### src/pkg/ecpsr_pkg.sv
`default_nettype none
package ecpsr_pkg;
  // ----------------------------------------------------------------
  // register map
  // ----------------------------------------------------------------
  localparam int unsigned ADDR_W = 8;
  localparam int unsigned DATA_W = 8;
  localparam int unsigned ENG_N = 3;
  localparam int unsigned PC_W = 7;
  localparam logic [7:0] ENGINE1_START_POINTER_ADDR = 8'h37;
  localparam logic [7:0] ENGINE2_START_POINTER_ADDR = 8'h38;
  localparam logic [7:0] ENGINE3_START_POINTER_ADDR = 8'h39;
  localparam logic [7:0] STATUS_AND_ALERT_ADDR = 8'h3a;
  localparam logic [6:0] PC_RESET = 7'h00;
  localparam logic [6:0] PC_MAX = 7'h5f;
  // ----------------------------------------------------------------
  // status_and_alert fields
  // ----------------------------------------------------------------
  localparam int unsigned LED_DONE_BIT = 7;
  localparam int unsigned MASK_BUSY_BIT = 6;
  localparam int unsigned STARTUP_BUSY_BIT = 5;
  localparam int unsigned ENGINE_BUSY_BIT = 4;
  localparam int unsigned EXT_CLK_BIT = 3;
  localparam logic MASK_BUSY_RESET = 1'b1;
  localparam logic LED_DONE_RESET = 1'b0;
  // ----------------------------------------------------------------
  // timing
  // ----------------------------------------------------------------
  localparam real CLK_MHZ = 20.0;
  localparam real LED_CONV_MS = 2.7;
  localparam int unsigned LED_CONV_CYCLES =
    int'(LED_CONV_MS * 1000.0 * CLK_MHZ);
  localparam int unsigned CLK_DET_WINDOW = 64;
  localparam int unsigned CONV_CNT_W = 17;
  localparam int unsigned DET_CNT_W = 8;
endpackage
`default_nettype wire

### src/core/ecpsr_sync.sv
`default_nettype none
module ecpsr_sync #(
  parameter int unsigned WIDTH = 1
) (
  input  wire logic             clk,
  input  wire logic             rst,
  input  wire logic [WIDTH-1:0] async_in,
  output var  logic [WIDTH-1:0] sync_out
);
  // ----------------------------------------------------------------
  // two-flop synchroniser per bit
  // ----------------------------------------------------------------
  logic [WIDTH-1:0] meta_ff;
  logic [WIDTH-1:0] hold_ff;

  for (genvar i = 0; i < WIDTH; i++) begin : g_bit
    always_ff @(posedge clk) begin
      if (rst) begin
        meta_ff[i] <= 1'b0;
        hold_ff[i] <= 1'b0;
      end else begin
        meta_ff[i] <= async_in[i];
        hold_ff[i] <= meta_ff[i];
      end
    end
  end

  assign sync_out = hold_ff;
endmodule
`default_nettype wire

### src/core/ecpsr_led_timer.sv
`default_nettype none
module ecpsr_led_timer #(
  parameter int unsigned CNT_W = 17,
  parameter int unsigned CYCLES = 54000
) (
  input  wire logic clk,
  input  wire logic rst,
  input  wire logic start,
  output var  logic busy_ff,
  output var  logic done_ff
);
  // ----------------------------------------------------------------
  // conversion duration counter
  // ----------------------------------------------------------------
  logic [CNT_W-1:0] cnt_ff;

  always_ff @(posedge clk) begin
    if (rst) begin
      cnt_ff  <= '0;
      busy_ff <= 1'b0;
      done_ff <= 1'b0;
    end else begin
      done_ff <= 1'b0;
      if (start) begin
        cnt_ff  <= CNT_W'(CYCLES - 1);
        busy_ff <= 1'b1;
      end else if (busy_ff) begin
        if (cnt_ff == '0) begin
          busy_ff <= 1'b0;
          done_ff <= 1'b1;
        end else begin
          cnt_ff <= cnt_ff - CNT_W'(1);
        end
      end
    end
  end
endmodule
`default_nettype wire

### src/core/ecpsr_regs.sv
`default_nettype none
module ecpsr_regs
  import ecpsr_pkg::*;
#(
  parameter int unsigned CONV_CYCLES = ecpsr_pkg::LED_CONV_CYCLES,
  parameter int unsigned DET_WINDOW  = ecpsr_pkg::CLK_DET_WINDOW
) (
  input  wire logic                         clk,
  input  wire logic                         rst,
  input  wire logic [ecpsr_pkg::ADDR_W-1:0] reg_addr,
  input  wire logic [ecpsr_pkg::DATA_W-1:0] reg_wdata,
  input  wire logic                         reg_wr,
  input  wire logic                         reg_rd,
  output var  logic [ecpsr_pkg::DATA_W-1:0] reg_rdata_ff,
  input  wire logic                         chip_en,
  input  wire logic                         startup_running,
  input  wire logic [ecpsr_pkg::ENG_N-1:0]  engine_clearing,
  input  wire logic [ecpsr_pkg::ENG_N-1:0]  engine_end_event,
  input  wire logic                         clock_detect_enable,
  input  wire logic                         ext_clk_pin,
  output var  logic [ecpsr_pkg::PC_W-1:0]   engine1_start_field,
  output var  logic [ecpsr_pkg::PC_W-1:0]   engine2_start_field,
  output var  logic [ecpsr_pkg::PC_W-1:0]   engine3_start_field,
  output var  logic                         led_check_start_ff,
  output var  logic                         led_check_complete,
  output var  logic                         outside_clock_seen,
  output var  logic                         int_pin_out_ff,
  output var  logic                         int_pin_oe_ff
);
  import ecpsr_pkg::*;

  // ----------------------------------------------------------------
  // access decode
  // ----------------------------------------------------------------
  logic                  status_sel;
  logic                  status_wr;
  logic                  status_rd;
  logic [ENG_N-1:0]      pc_sel;
  logic [ENG_N-1:0][7:0] pc_addr;

  assign pc_addr[0] = ENGINE1_START_POINTER_ADDR;
  assign pc_addr[1] = ENGINE2_START_POINTER_ADDR;
  assign pc_addr[2] = ENGINE3_START_POINTER_ADDR;
  assign status_sel = (reg_addr == STATUS_AND_ALERT_ADDR);
  assign status_wr  = reg_wr & status_sel;
  assign status_rd  = reg_rd & status_sel;

  // ----------------------------------------------------------------
  // engine start pointers
  // ----------------------------------------------------------------
  logic [ENG_N-1:0][PC_W-1:0] pc_ff;

  for (genvar e = 0; e < ENG_N; e++) begin : g_pc
    assign pc_sel[e] = (reg_addr == pc_addr[e]);
    always_ff @(posedge clk) begin
      if (rst) begin
        pc_ff[e] <= PC_RESET;
      end else if (reg_wr && pc_sel[e] &&
                   reg_wdata[PC_W-1:0] <= PC_MAX) begin
        pc_ff[e] <= reg_wdata[PC_W-1:0];
      end
    end
  end

  assign engine1_start_field = pc_ff[0];
  assign engine2_start_field = pc_ff[1];
  assign engine3_start_field = pc_ff[2];

  // ----------------------------------------------------------------
  // busy interrupt mask
  // ----------------------------------------------------------------
  logic mask_busy_ff;

  always_ff @(posedge clk) begin
    if (rst) begin
      mask_busy_ff <= MASK_BUSY_RESET;
    end else if (status_wr) begin
      mask_busy_ff <= reg_wdata[MASK_BUSY_BIT];
    end
  end

  // ----------------------------------------------------------------
  // LED check conversion
  // ----------------------------------------------------------------
  logic conv_done;
  logic led_done_ff;

  always_ff @(posedge clk) begin
    if (rst) begin
      led_check_start_ff <= 1'b0;
    end else begin
      led_check_start_ff <= status_wr;
    end
  end

  ecpsr_led_timer #(
    .CNT_W  (CONV_CNT_W),
    .CYCLES (CONV_CYCLES)
  ) i_ecpsr_led_timer (
    .clk     (clk),
    .rst     (rst),
    .start   (led_check_start_ff),
    .busy_ff (),
    .done_ff (conv_done)
  );

  always_ff @(posedge clk) begin
    if (rst) begin
      led_done_ff <= LED_DONE_RESET;
    end else if (conv_done) begin
      led_done_ff <= 1'b1;
    end else if (status_wr) begin
      led_done_ff <= 1'b0;
    end
  end

  assign led_check_complete = led_done_ff;

  // ----------------------------------------------------------------
  // live busy status
  // ----------------------------------------------------------------
  logic startup_busy_ff;
  logic engine_busy_ff;
  logic startup_prev_ff;
  logic engine_prev_ff;

  always_ff @(posedge clk) begin
    if (rst) begin
      startup_busy_ff <= 1'b1;
      engine_busy_ff  <= 1'b0;
    end else begin
      startup_busy_ff <= startup_running | ~chip_en;
      engine_busy_ff  <= |engine_clearing;
    end
  end

  always_ff @(posedge clk) begin
    if (rst) begin
      startup_prev_ff <= 1'b1;
      engine_prev_ff  <= 1'b0;
    end else begin
      startup_prev_ff <= startup_busy_ff;
      engine_prev_ff  <= engine_busy_ff;
    end
  end

  // ----------------------------------------------------------------
  // busy-end alert
  // ----------------------------------------------------------------
  logic busy_fall;
  logic busy_alert_ff;

  assign busy_fall = (startup_prev_ff & ~startup_busy_ff) |
                     (engine_prev_ff & ~engine_busy_ff);

  always_ff @(posedge clk) begin
    if (rst) begin
      busy_alert_ff <= 1'b0;
    end else if (busy_fall && !mask_busy_ff) begin
      busy_alert_ff <= 1'b1;
    end else if (status_rd || mask_busy_ff) begin
      busy_alert_ff <= 1'b0;
    end
  end

  // ----------------------------------------------------------------
  // engine alert flags
  // ----------------------------------------------------------------
  logic [ENG_N-1:0] eng_alert_ff;

  for (genvar e = 0; e < ENG_N; e++) begin : g_alert
    always_ff @(posedge clk) begin
      if (rst) begin
        eng_alert_ff[e] <= 1'b0;
      end else if (engine_end_event[e]) begin
        eng_alert_ff[e] <= 1'b1;
      end else if (status_rd) begin
        eng_alert_ff[e] <= 1'b0;
      end
    end
  end

  // ----------------------------------------------------------------
  // external clock detection
  // ----------------------------------------------------------------
  logic                 ext_clk_sync;
  logic                 ext_clk_prev_ff;
  logic                 ext_edge;
  logic [DET_CNT_W-1:0] det_cnt_ff;
  logic                 ext_seen_ff;

  ecpsr_sync #(
    .WIDTH (1)
  ) i_ecpsr_sync (
    .clk      (clk),
    .rst      (rst),
    .async_in (ext_clk_pin),
    .sync_out (ext_clk_sync)
  );

  always_ff @(posedge clk) begin
    if (rst) begin
      ext_clk_prev_ff <= 1'b0;
    end else begin
      ext_clk_prev_ff <= ext_clk_sync;
    end
  end

  assign ext_edge = ext_clk_sync & ~ext_clk_prev_ff;

  always_ff @(posedge clk) begin
    if (rst) begin
      det_cnt_ff  <= '0;
      ext_seen_ff <= 1'b0;
    end else if (!clock_detect_enable) begin
      det_cnt_ff  <= '0;
      ext_seen_ff <= 1'b0;
    end else if (ext_edge) begin
      det_cnt_ff  <= DET_CNT_W'(DET_WINDOW - 1);
      ext_seen_ff <= 1'b1;
    end else if (det_cnt_ff != '0) begin
      det_cnt_ff <= det_cnt_ff - DET_CNT_W'(1);
    end else begin
      ext_seen_ff <= 1'b0;
    end
  end

  assign outside_clock_seen = ext_seen_ff;

  // ----------------------------------------------------------------
  // interrupt pin
  // ----------------------------------------------------------------
  always_ff @(posedge clk) begin
    if (rst) begin
      int_pin_out_ff <= 1'b0;
      int_pin_oe_ff  <= 1'b0;
    end else begin
      int_pin_out_ff <= 1'b0;
      int_pin_oe_ff  <= busy_alert_ff | (|eng_alert_ff);
    end
  end

  // ----------------------------------------------------------------
  // read data
  // ----------------------------------------------------------------
  logic [DATA_W-1:0] status_word;
  logic [DATA_W-1:0] nxt_rdata;

  always_comb begin
    status_word = '0;
    status_word[LED_DONE_BIT]     = led_done_ff;
    status_word[MASK_BUSY_BIT]    = mask_busy_ff;
    status_word[STARTUP_BUSY_BIT] = startup_busy_ff;
    status_word[ENGINE_BUSY_BIT]  = engine_busy_ff;
    status_word[EXT_CLK_BIT]      = ext_seen_ff;
    status_word[ENG_N-1:0]        = {eng_alert_ff[0], eng_alert_ff[1],
                                     eng_alert_ff[2]};
  end

  always_comb begin
    nxt_rdata = '0;
    if (status_sel) begin
      nxt_rdata = status_word;
    end else if (pc_sel[0]) begin
      nxt_rdata = {1'b0, pc_ff[0]};
    end else if (pc_sel[1]) begin
      nxt_rdata = {1'b0, pc_ff[1]};
    end else if (pc_sel[2]) begin
      nxt_rdata = {1'b0, pc_ff[2]};
    end
  end

  always_ff @(posedge clk) begin
    if (rst) begin
      reg_rdata_ff <= '0;
    end else if (reg_rd) begin
      reg_rdata_ff <= nxt_rdata;
    end
  end

endmodule
`default_nettype wire

### config.mk
export PLATFORM = sky130hd
export DESIGN_NAME = ecpsr_regs
export DESIGN_NICKNAME = d
export VERILOG_FILES = /design/src/pkg/ecpsr_pkg.sv /design/src/core/ecpsr_sync.sv /design/src/core/ecpsr_led_timer.sv /design/src/core/ecpsr_regs.sv
export SDC_FILE = /design/constraint.sdc
export NUM_CORES = 1
export LEC_CHECK = 0
export ABC_AREA = 1
export BUFFER_PORTS_ARGS = -buffer_cell sky130_fd_sc_hd__buf_2
export CAP_MARGIN = 5
export CORE_UTILIZATION = 55
export DETAILED_ROUTE_END_ITERATION = 12
export PLACE_DENSITY = 0.78
export SLEW_MARGIN = 0
export SYNTH_ARGS = -nofsm -noshare
export SYNTH_HDL_FRONTEND = slang
export SYNTH_SLANG_ARGS = --single-unit
### constraint.sdc
create_clock -name clk -period 3.5 [get_ports clk]
set_input_delay 0.35 -clock clk [delete_from_list [all_inputs] [get_ports clk]]
set_output_delay 0.35 -clock clk [all_outputs]
set_load 0.01 [all_outputs]
==> results of run 1 <==
[layout by cell type, fill, tap and decap left out, drive strengths merged]
master	n
conb	1
and3	1
o21bai	1
o21ai	27
a21boi	1
xnor2	4
a21oi	43
nor2	71
nand3	58
clkinvlp	1
buf	61
inv	62
xor2	3
bufinv	3
a211oi	1
nor3	13
o21a	1
a31oi	4
nand2	83
nand4	13
clkbuf	11
dfxtp	72
ha	2
a311oi	1
clkinv	2
[cells by family after synthesis]
group | after synthesis | share of synthesized area
buf+inv | 80 | 0.09616
xor+xnor | 7 | 0.01812
compound gates | 79 | 0.1257
fa+ha+maj | 2 | 0.007395
flops | 72 | 0.4260
simple gates | 239 | 0.3254
other cells | 1 | 0.001108
[sequential cells by signal, summed over array words and instances (netlist names), 3 cells and up]
register and flops:
engine1_start_field 7, det_cnt_ff 8, engine2_start_field 7, eng_alert_ff 3
reg_rdata_ff 8, engine3_start_field 7, i_ecpsr_led_timer.cnt_ff 17
[worst reg2reg max path, cell delays in order (launching register included)]
cell and delay, ns:
dfxtp_1 0.35, inv_1 0.16, ha_1 0.24, nand2_1 0.12, nor2_2 0.18, nand3_2 0.27, nand2_2 0.33, inv_1 0.18
o21ai_0 0.11, a21oi_1 0.08
[per-stage QoR]
stage | util | area [sq um]
2_1_floorplan | - | 3383
3_3_place_gp | 0.6238 | 3694
3_5_place_dp | 0.6238 | 3694
4_1_cts | 0.6667 | 3948
5_1_grt | 0.6667 | 3948
6_report | 0.6667 | 3948
[power breakdown]
group | leakage [nW] | switching (mW) | internal (mW) | total (mW)
Combinational | 1.12 | 0.229 | 0.145 | 0.374
Sequential | 0.584 | 0.0288 | 0.863 | 0.892
Clock | 0.126 | 0.321 | 0.511 | 0.833
Total | 1.83 | 0.580 | 1.52 | 2.10
[how the worst max path moves through the flow]
stage / to / slack (ns)
after floorplan: i_ecpsr_led_timer.cnt_ff[5] / 1.97
after global placement: det_cnt_ff[7] / 1.35
after detailed placement: det_cnt_ff[7] / 1.32
after CTS: i_ecpsr_led_timer.cnt_ff[4] / 1.39
after global routing: i_ecpsr_led_timer.cnt_ff[8] / 1.20
final: i_ecpsr_led_timer.cnt_ff[4] / 1.37
[area by class of cell]
| cell class | instances | area share |
|---|---|---|
| Multi-Input combinational cell | 328 | 0.4095 |
| Inverter | 63 | 0.05990 |
| Clock buffer | 11 | 0.03835 |
| Sequential cell | 72 | 0.3651 |
| Timing Repair Buffer | 61 | 0.07734 |
| Tap cell | 75 | 0.02377 |
| Clock inverter | 5 | 0.02599 |
[metal layers]
| metal | up-vias | wire [um] | global-route usage |
|---|---|---|---|
| met5 | - | 0 | 0 |
| met4 | 0 | 136 | 0.1232 |
| met3 | 11 | 376 | 0.06023 |
| met2 | 70 | 3618 | 0.4169 |
| met1 | 1502 | 3856 | 0.3451 |
| li1 | 1674 | - | - |
==> impl_metrics.ini, run 1 <==
[run_status]
status = finished clean

[yosys]
syn_inst = 480
seq_area_frac_synth = 0.4260
avgSynthCellArea_sq_um = 7.048
async_flop_share = 0
synth_fp_nets = 512
synth_cell_types = 35
yosysMostFrequentCell = nand2_1
syn_area_sq_um = 3383
synth_edf_count = 0
synth-seq-cells = 72
netlist.area_leader.share = 0.4260
synthTopCellsByCount = nand2_1, dfxtp_1, nor2_1, inv_1, nand3_1
synthFlopType = dfxtp_1
synth_area_leader_cell = dfxtp_1
yosys_warnings = 0
synthTopCellsByArea = dfxtp_1, nand2_1, nand3_1

[setup_path]
required_ns = 3.74
rr_startpoint = i_ecpsr_led_timer.cnt_ff[0]
crit_path_max_fanout = 13
critical_path_buf_inv_count = 2
r2r_cells = 9
worstSetupPathType = flop to flop
startpoint_type = flop
crit_arrival_ns = 2.36
crit_slowest_cell = dfxtp_1
crit_path_frequent_cell = inv_1
startpoint = i_ecpsr_led_timer.cnt_ff[0]
rr_endpoint = i_ecpsr_led_timer.cnt_ff[4]
crit_chain = inv_1 > ha_1 > nand2_1 > nor2_2 > nand3_2 > nand2_2 > inv_1 > o21ai_0 > a21oi_1
critPathTopFamily = simple AND/OR/NAND/NOR gates
reg2reg_slack_ns = 1.37
endpoint_kind = flop
critical-path-max-stage-delay_ns = 0.35
crit_cells = 9

[route]
routedWlPerCell_um = 12.99
routed_via_density = 5.296
final_antenna_net_count = 0
drc = 0
num_vias = 3257
drtIter0Drc = 273
dr.pass1.iters = 4
wl_um = 7987

[sta]
tns_ns = 0
hold_viol = 0
hold_slack_ns = 0.1587
setup_viol = 0
fin_crit_ns = 2.126
tightest_slew_ns = 0.9211
relSlewSlack = 0.3840
clock_skew_ns = 0.005746
slew_viol_final = 0
clock.fmax_mhz = 470.5
finalCritPeriodShare = 0.6073
rsz0062_at_grt = no
layout_setup_ws_ns = 1.374

[floorplan]
die_area_sq_um = 6469
die-width_um = 80.43
pin_count = 64
core_area_sq_um = 5921
fp.dieH_um = 80.43
initial_core_util = 0.5714
placement_rows = 28

[grt]
grt_overflow = 0
grt_usage = 0.2660
first_global_vias = 2878
grt_max_degree = 31
grt_pass1_wl_um = 13110
antenna_found_initial = 0

[place]
dpl.cell_count = 599
gp_congestion = 0.8784
portBuffers = 61
dp_hpwl_um = 5677
place_ws_ns = 1.318

[hold_path]
hp-start = chip_en
min_path_cells = 2
hp-class = input pin to flop
min_to = startup_busy_ff

[clocking]
numCtsBuffers = 9
cts_tree = built
cts_hold_buffers = 0
ctsRootBufferMaster = clkbuf_8
post_cts_resize_count = 0
cts_buffer_depth = 2
clock_latency_ns = 0.35
h-tree-depth = 3
cts_num_sinks = 72
clk_pin_slew_worst_paths_ns = 0.08
post_cts_buffers = 0

[power_and_ir_drop]
cellPowerDensity_nw_per_um2 = 531.6
power.total_mw = 2.098
ir_worst_vdd_mv = 0.4045
p_leak_nw = 1.827

[final_layout]
drive_above_1_share = 0.1759
finish.net_count = 567
regArea_sq_um = 1441
num_antenna_cells = 0
fillCellCount = 551
multiInputGateArea_sq_um = 1617
area_delta_synth_final_pct = 16.68
final_cells = 615

[run]
drv_cap = 0
Note: power is estimated with default switching activity, not from simulation.
==> run 2, diff against run 1 <==
--- a/config.mk
+++ b/config.mk
@@ -5,10 +5,10 @@
 export SDC_FILE = /design/constraint.sdc
 export NUM_CORES = 1
 export LEC_CHECK = 0
-export ABC_AREA = 1
+export ABC_AREA = 0
 export BUFFER_PORTS_ARGS = -buffer_cell sky130_fd_sc_hd__buf_2
 export CAP_MARGIN = 5
-export CORE_UTILIZATION = 55
+export CORE_UTILIZATION = 54
 export DETAILED_ROUTE_END_ITERATION = 12
 export PLACE_DENSITY = 0.78
 export SLEW_MARGIN = 0
==> constraint.sdc (replaced) <==
create_clock -name clk -period 2.1 [get_ports clk]
set_input_delay 0.21 -clock clk [delete_from_list [all_inputs] [get_ports clk]]
set_output_delay 0.21 -clock clk [all_outputs]
set_load 0.01 [all_outputs]
==> run 2 against run 1 <==
Against the previous run:
- clock power is 20% higher
- hold slack worse by 0.13 ns
- sequential power up 65%
- utilization grew 1.5 points
- largest cell class unchanged
- first-iteration DRC count shrank 22%
==> impl_metrics.ini, run 2 <==
[run_status]
status = finished clean

[route]
drc = 0
drtIter0Drc = 214
dr.pass1.iters = 5
final_antenna_net_count = 0
num_vias = 2951
routed_via_density = 5.867
routedWlPerCell_um = 15.15
wl_um = 7619

[yosys]
avgSynthCellArea_sq_um = 8.976
synth_area_leader_cell = dfxtp_1
seq_area_frac_synth = 0.4511
synthTopCellsByCount = dfxtp_1, nand2_1, nor2_1, a21oi_1, mux2i_1
synthFlopType = dfxtp_1
synthTopCellsByArea = dfxtp_1, mux2i_1, a21oi_1
synth_edf_count = 0
netlist.area_leader.share = 0.4511
yosysMostFrequentCell = dfxtp_1
synth_cell_types = 60
async_flop_share = 0
synth-compound-area-share = 0.1547
synth-adder-area-share = 0.007831
synthMuxAreaShare = 0.06656
syn_inst = 356
yosys.area_share.simple = 0.2713
synth_xor_area_frac = 0.008222
synth_top_family_by_area = simple AND/OR/NAND/NOR gates
synth_fp_nets = 388
yosys_warnings = 0
synth-seq-cells = 72
syn_area_sq_um = 3196

[sta]
finalCritPeriodShare = 0.9614
slew_viol_final = 0
rsz0062_at_grt = no
relSlewSlack = 0.6483
hold_slack_ns = 0.02601
layout_setup_ws_ns = 0.08109
clock_skew_ns = 0.007650
hold_viol = 0
tightest_slew_ns = 0.5256
setup_viol = 0
fin_crit_ns = 2.019
clock.fmax_mhz = 495.3

[setup_path]
worstSetupPathType = flop to flop
crit_chain = inv_2 > ha_4 > or4b_4 > nand2b_4 > or4_1 > a31oi_1
required_ns = 2.36
critical_path_buf_inv_count = 1
startpoint_type = flop
rr_startpoint = i_ecpsr_led_timer.cnt_ff[0]
crit_arrival_ns = 2.28
endpoint_kind = flop
r2r_cells = 6
crit_cells = 6
critical-path-max-stage-delay_ns = 0.52
reg2reg_slack_ns = 0.08
startpoint = i_ecpsr_led_timer.cnt_ff[0]
rr_endpoint = i_ecpsr_led_timer.cnt_ff[12]
critPathTopFamily = simple AND/OR/NAND/NOR gates
crit_path_max_fanout = 6
crit_slowest_cell = or4_1
setup.worst_path.end = i_ecpsr_led_timer.cnt_ff[12]

[clocking]
cts_hold_buffers = 0
cts_tree = built
numCtsBuffers = 9
clock_latency_ns = 0.34
cts_buffer_depth = 2
ctsRootBufferMaster = clkbuf_8
cts_num_sinks = 72
h-tree-depth = 3
clk_pin_slew_worst_paths_ns = 0.07

[grt]
first_global_vias = 2839
antenna_found_initial = 0
grt_pass1_wl_um = 12770
grt_max_degree = 36
grt_usage = 0.2605
grt_overflow = 0

[floorplan]
initial_core_util = 0.5698
core_area_sq_um = 5608
fp.dieH_um = 78.93
pin_count = 64
die-width_um = 78.93
die_area_sq_um = 6229
placement_rows = 27

[final_layout]
drive_above_1_share = 0.2552
largest_reg_flops = 17
final_cell_mix = dfxtp_1, buf_2, nand2_1, nor2_1, a21oi_1
fin_area_sq_um = 3825
fillCellCount = 469
top_register = i_ecpsr_led_timer.cnt_ff
largest_registers = i_ecpsr_led_timer.cnt_ff: 17 flops, det_cnt_ff: 8 flops, reg_rdata_ff: 8 flops
num_antenna_cells = 0
final_common_cell = dfxtp_1
finish.net_count = 458
area_delta_synth_final_pct = 19.69
fin_util = 0.6821

[hold_path]
hp-start = chip_en
hp-class = input pin to flop

[run]
drv_cap = 0

[power_and_ir_drop]
pwr-share-clk = 0.335
p_sw_mw = 0.8161
p_int_mw = 2.160
ir_worst_vdd_mv = 0.5550
seqPwrFrac = 0.492
comb_power_share = 0.173
p_leak_nw = 1.578
cellPowerDensity_nw_per_um2 = 778.1
switching_share = 0.2742

[place]
place_ws_ns = -0.0002647
gp_congestion = 0.8599
dpl_cell_area_sq_um = 3620
dp_hpwl_um = 5377
portBuffers = 61
==> run 2: changes by cell type after synthesis, moves of 5 or more <==
cell | before | now
inv_1 | 60 | 11
nor4_1 | 0 | 7
nand4_1 | 13 | 7
or3_1 | 0 | 8
clkbuf_1 | 7 | 12
o21ai_0 | 21 | 8
mux2i_1 | 0 | 19
nand3_1 | 55 | 10
nor3_1 | 7 | 16
a21oi_1 | 42 | 27
nor2_1 | 69 | 33
o221ai_1 | 0 | 6
nand2_1 | 81 | 34
nor2b_1 | 0 | 6
==> run 2: logic make-up after synthesis <==
| group | Yosys count |
|---|---|
| compound gates | 73 |
| xor+xnor | 3 |
| fa+ha+maj | 2 |
| buf+inv | 29 |
| flops | 72 |
| mux | 21 |
| other cells | 1 |
| simple gates | 155 |
==> run 2: layer usage <==
layer | share of wire | up-vias | track usage
met5 | 0 | - | 0
met1 | 0.48 | 1397 | 0.3441
li1 | - | 1457 | -
met4 | 0.018 | 0 | 0.1382
met2 | 0.46 | 85 | 0.4078
met3 | 0.042 | 12 | 0.04253
==> run 2: power groups by stage <==
| stage | Clock [mW] | Combinational [mW] | Sequential (mW) |
|---|---|---|---|
| after floorplan | 0 | 0.373 | 1.49 |
| after CTS | 1.02 | 0.514 | 1.46 |
| after detailed placement | 0 | 0.510 | 1.50 |
| final | 0.997 | 0.515 | 1.47 |
| after global routing | 1.08 | 0.576 | 1.47 |
| after global placement | 0 | 0.490 | 1.49 |
==> run 2: per-stage QoR <==
step	instances	total power, mW	TNS, ns
6_report	503	2.976	0
5_1_grt	503	3.130	0
4_1_cts	503	2.993	0
3_5_place_dp	486	2.006	-0.0002647
3_3_place_gp	486	1.982	0
2_1_floorplan	356	1.862	0
==> run 2: worst min-delay path by stage <==
stage                                 end  depth (start not counted)
final                     startup_busy_ff                          2
after detailed placement  startup_busy_ff                          2
after floorplan           startup_busy_ff                          1
after CTS                 startup_busy_ff                          2
after global routing      startup_busy_ff                          2
after global placement    startup_busy_ff                          2
==> run 2: layout make-up <==
class                      count  area (sq um)  area share
sequential                    72          1443      0.3772
multi-input combinational    255          1642      0.4292
tap                           72         90.09     0.02355
clock buffer                  12         155.1     0.04056
inverter                      11         41.29     0.01079
timing repair buffer          77         425.4      0.1112
clock inverter                 4         28.78    0.007524
==> run 2: what timing repair did <==
item / in CTS / in global routing
gates resized for setup: 1 / 4
cloned: 0 / 0
pin swaps: 0 / 2
setup buffers: 1 / 0
endpoints found under the setup margin: 1 / 4
endpoints found under the hold margin: 0 / 0
==> run 3, diff against run 2 <==
==> constraint.sdc (replaced) <==
create_clock -name clk -period 2.3 [get_ports clk]
set_input_delay 0.23 -clock clk [delete_from_list [all_inputs] [get_ports clk]]
set_output_delay 0.23 -clock clk [all_outputs]
set_load 0.01 [all_outputs]
==> run 3 against run 2 <==
Against the previous run:
- via count is 1.1% lower
- register-to-register slack better by 0.12 ns
- first-iteration DRC count is 48% lower
- final area is 2.1% lower
- sequential share of layout area is 0.79 points higher
- die area stayed put
- critical path depth stayed put
- maximum frequency is 3.6% lower
- worst setup slack better by 0.12 ns
- critical endpoint unchanged
- largest power group unchanged
- highest routed layer unchanged
==> impl_metrics.ini, run 3 (synthesis gave the netlist of run 2 again) <==
[run_status]
status = finished clean

[power_and_ir_drop]
p_sw_mw = 0.7143
comb_power_share = 0.176
pwr-share-clk = 0.312
p_int_mw = 1.900
ir_worst_vdd_mv = 0.4042
p_leak_nw = 1.542
seqPwrFrac = 0.512
switching_share = 0.2733
cellPowerDensity_nw_per_um2 = 698.2

[clocking]
numCtsBuffers = 9
post_cts_resize_count = 0
ctsRootBufferMaster = clkbuf_8
cts_tree = built
h-tree-depth = 3
cts_num_sinks = 72
cts_hold_buffers = 0
post_cts_buffers = 0
clk_pin_slew_worst_paths_ns = 0.07
cts_buffer_depth = 2
clock_latency_ns = 0.33

[route]
wl_um = 7315
routed_via_density = 5.871
dr.pass1.iters = 4
final_antenna_net_count = 0
routedWlPerCell_um = 14.72
drtIter0Drc = 111
drc = 0
num_vias = 2918

[final_layout]
largest_reg_flops = 17
fin_util = 0.6676
final_cells = 497
fillCellCount = 470
top_register = i_ecpsr_led_timer.cnt_ff
area_delta_synth_final_pct = 17.15
drive_above_1_share = 0.2329
num_antenna_cells = 0
largest_registers = i_ecpsr_led_timer.cnt_ff: 17 flops, det_cnt_ff: 8 flops, reg_rdata_ff: 8 flops
final_common_cell = dfxtp_1
finish.net_count = 453
final_cell_mix = dfxtp_1, buf_2, nand2_1, nor2_1, a21oi_1

[setup_path]
endpoint_kind = flop
rr_startpoint = i_ecpsr_led_timer.cnt_ff[0]
required_ns = 2.56
reg2reg_slack_ns = 0.21
worstSetupPathType = flop to flop
crit_path_max_fanout = 9
rr_endpoint = i_ecpsr_led_timer.cnt_ff[12]
crit_arrival_ns = 2.36
startpoint_type = flop
r2r_cells = 6

[grt]
grt_pass1_wl_um = 12320
grt_max_degree = 35
antenna_found_initial = 0
grt_overflow = 0
grt_usage = 0.2499
first_global_vias = 2687

[hold_path]
min_path_cells = 2
hp-class = input pin to flop
hp-start = chip_en
min_to = startup_busy_ff

[floorplan]
core_area_sq_um = 5608
die_area_sq_um = 6229
placement_rows = 27
initial_core_util = 0.5698
die-width_um = 78.93
fp.dieH_um = 78.93
pin_count = 64

[sta]
clock_skew_ns = 0.006008
finalCritPeriodShare = 0.9106
tns_ns = 0
rsz0062_at_grt = no
slew_viol_final = 0
setup_viol = 0
clock.fmax_mhz = 477.5
hold_viol = 0
tightest_slew_ns = 0.7390
fin_crit_ns = 2.094
relSlewSlack = 0.5036

[place]
dp_hpwl_um = 5257
gp_congestion = 0.8667
portBuffers = 61
dpl.cell_count = 482

[run]
drv_cap = 0
## run 3: worst max-delay path: stages, from the launching register on
cell      delay [ns]
dfxtp_1         0.34
inv_1           0.08
ha_1            0.20
or4b_4          0.52
nand2b_4        0.20
or4_1           0.51
a31oi_1         0.17
## run 3: power groups by stage
stage / registers (mW) / logic [mW] / clock network (mW)
after floorplan: 1.36 / 0.340 / 0
after global placement: 1.36 / 0.445 / 0
after detailed placement: 1.37 / 0.459 / 0
after CTS: 1.34 / 0.462 / 0.834
after global routing: 1.34 / 0.512 / 0.898
final: 1.34 / 0.461 / 0.815
## run 3: layer usage
layer	global-route usage	wire, um
met1	0.3314	3510
met2	0.4026	3413
met3	0.04368	290
met4	0.1000	100
met5	0	0
## run 3: worst max path at each step
stage                                           start                           end  slack [ns]  depth (start not counted)
after floorplan           i_ecpsr_led_timer.cnt_ff[0]  i_ecpsr_led_timer.cnt_ff[12]        0.29                          7
after global placement    i_ecpsr_led_timer.cnt_ff[0]  i_ecpsr_led_timer.cnt_ff[14]        0.29                          6
after detailed placement  i_ecpsr_led_timer.cnt_ff[0]  i_ecpsr_led_timer.cnt_ff[12]        0.23                          6
after CTS                 i_ecpsr_led_timer.cnt_ff[0]   i_ecpsr_led_timer.cnt_ff[0]        0.20                          7
after global routing      i_ecpsr_led_timer.cnt_ff[0]   i_ecpsr_led_timer.cnt_ff[1]        0.10                          7
final                     i_ecpsr_led_timer.cnt_ff[0]  i_ecpsr_led_timer.cnt_ff[12]        0.21                          6
## run 3: final cells by class
cell class	instances	area, sq um	share of cell area
multi-input combinational	255	1629	0.4352
sequential	72	1441	0.3850
timing repair buffer	72	387.9	0.1036
clock buffer	11	131.4	0.03509
tap	72	90.09	0.02406
inverter	11	41.29	0.01103
clock inverter	4	22.52	0.006016
## run 3: metrics by stage
step	total power [mW]	worst slack [ns]	hold WS (ns)	area, sq um
detailed placement	1.824	0.2341	0.4066	3590
floorplan	1.700	0.2881	0.2919	3196
CTS	2.633	0.2019	0.05221	3744
finish	2.614	0.2056	0.05847	3744
global placement	1.808	0.2924	0.3966	3590
global route	2.752	0.1019	0.07225	3744
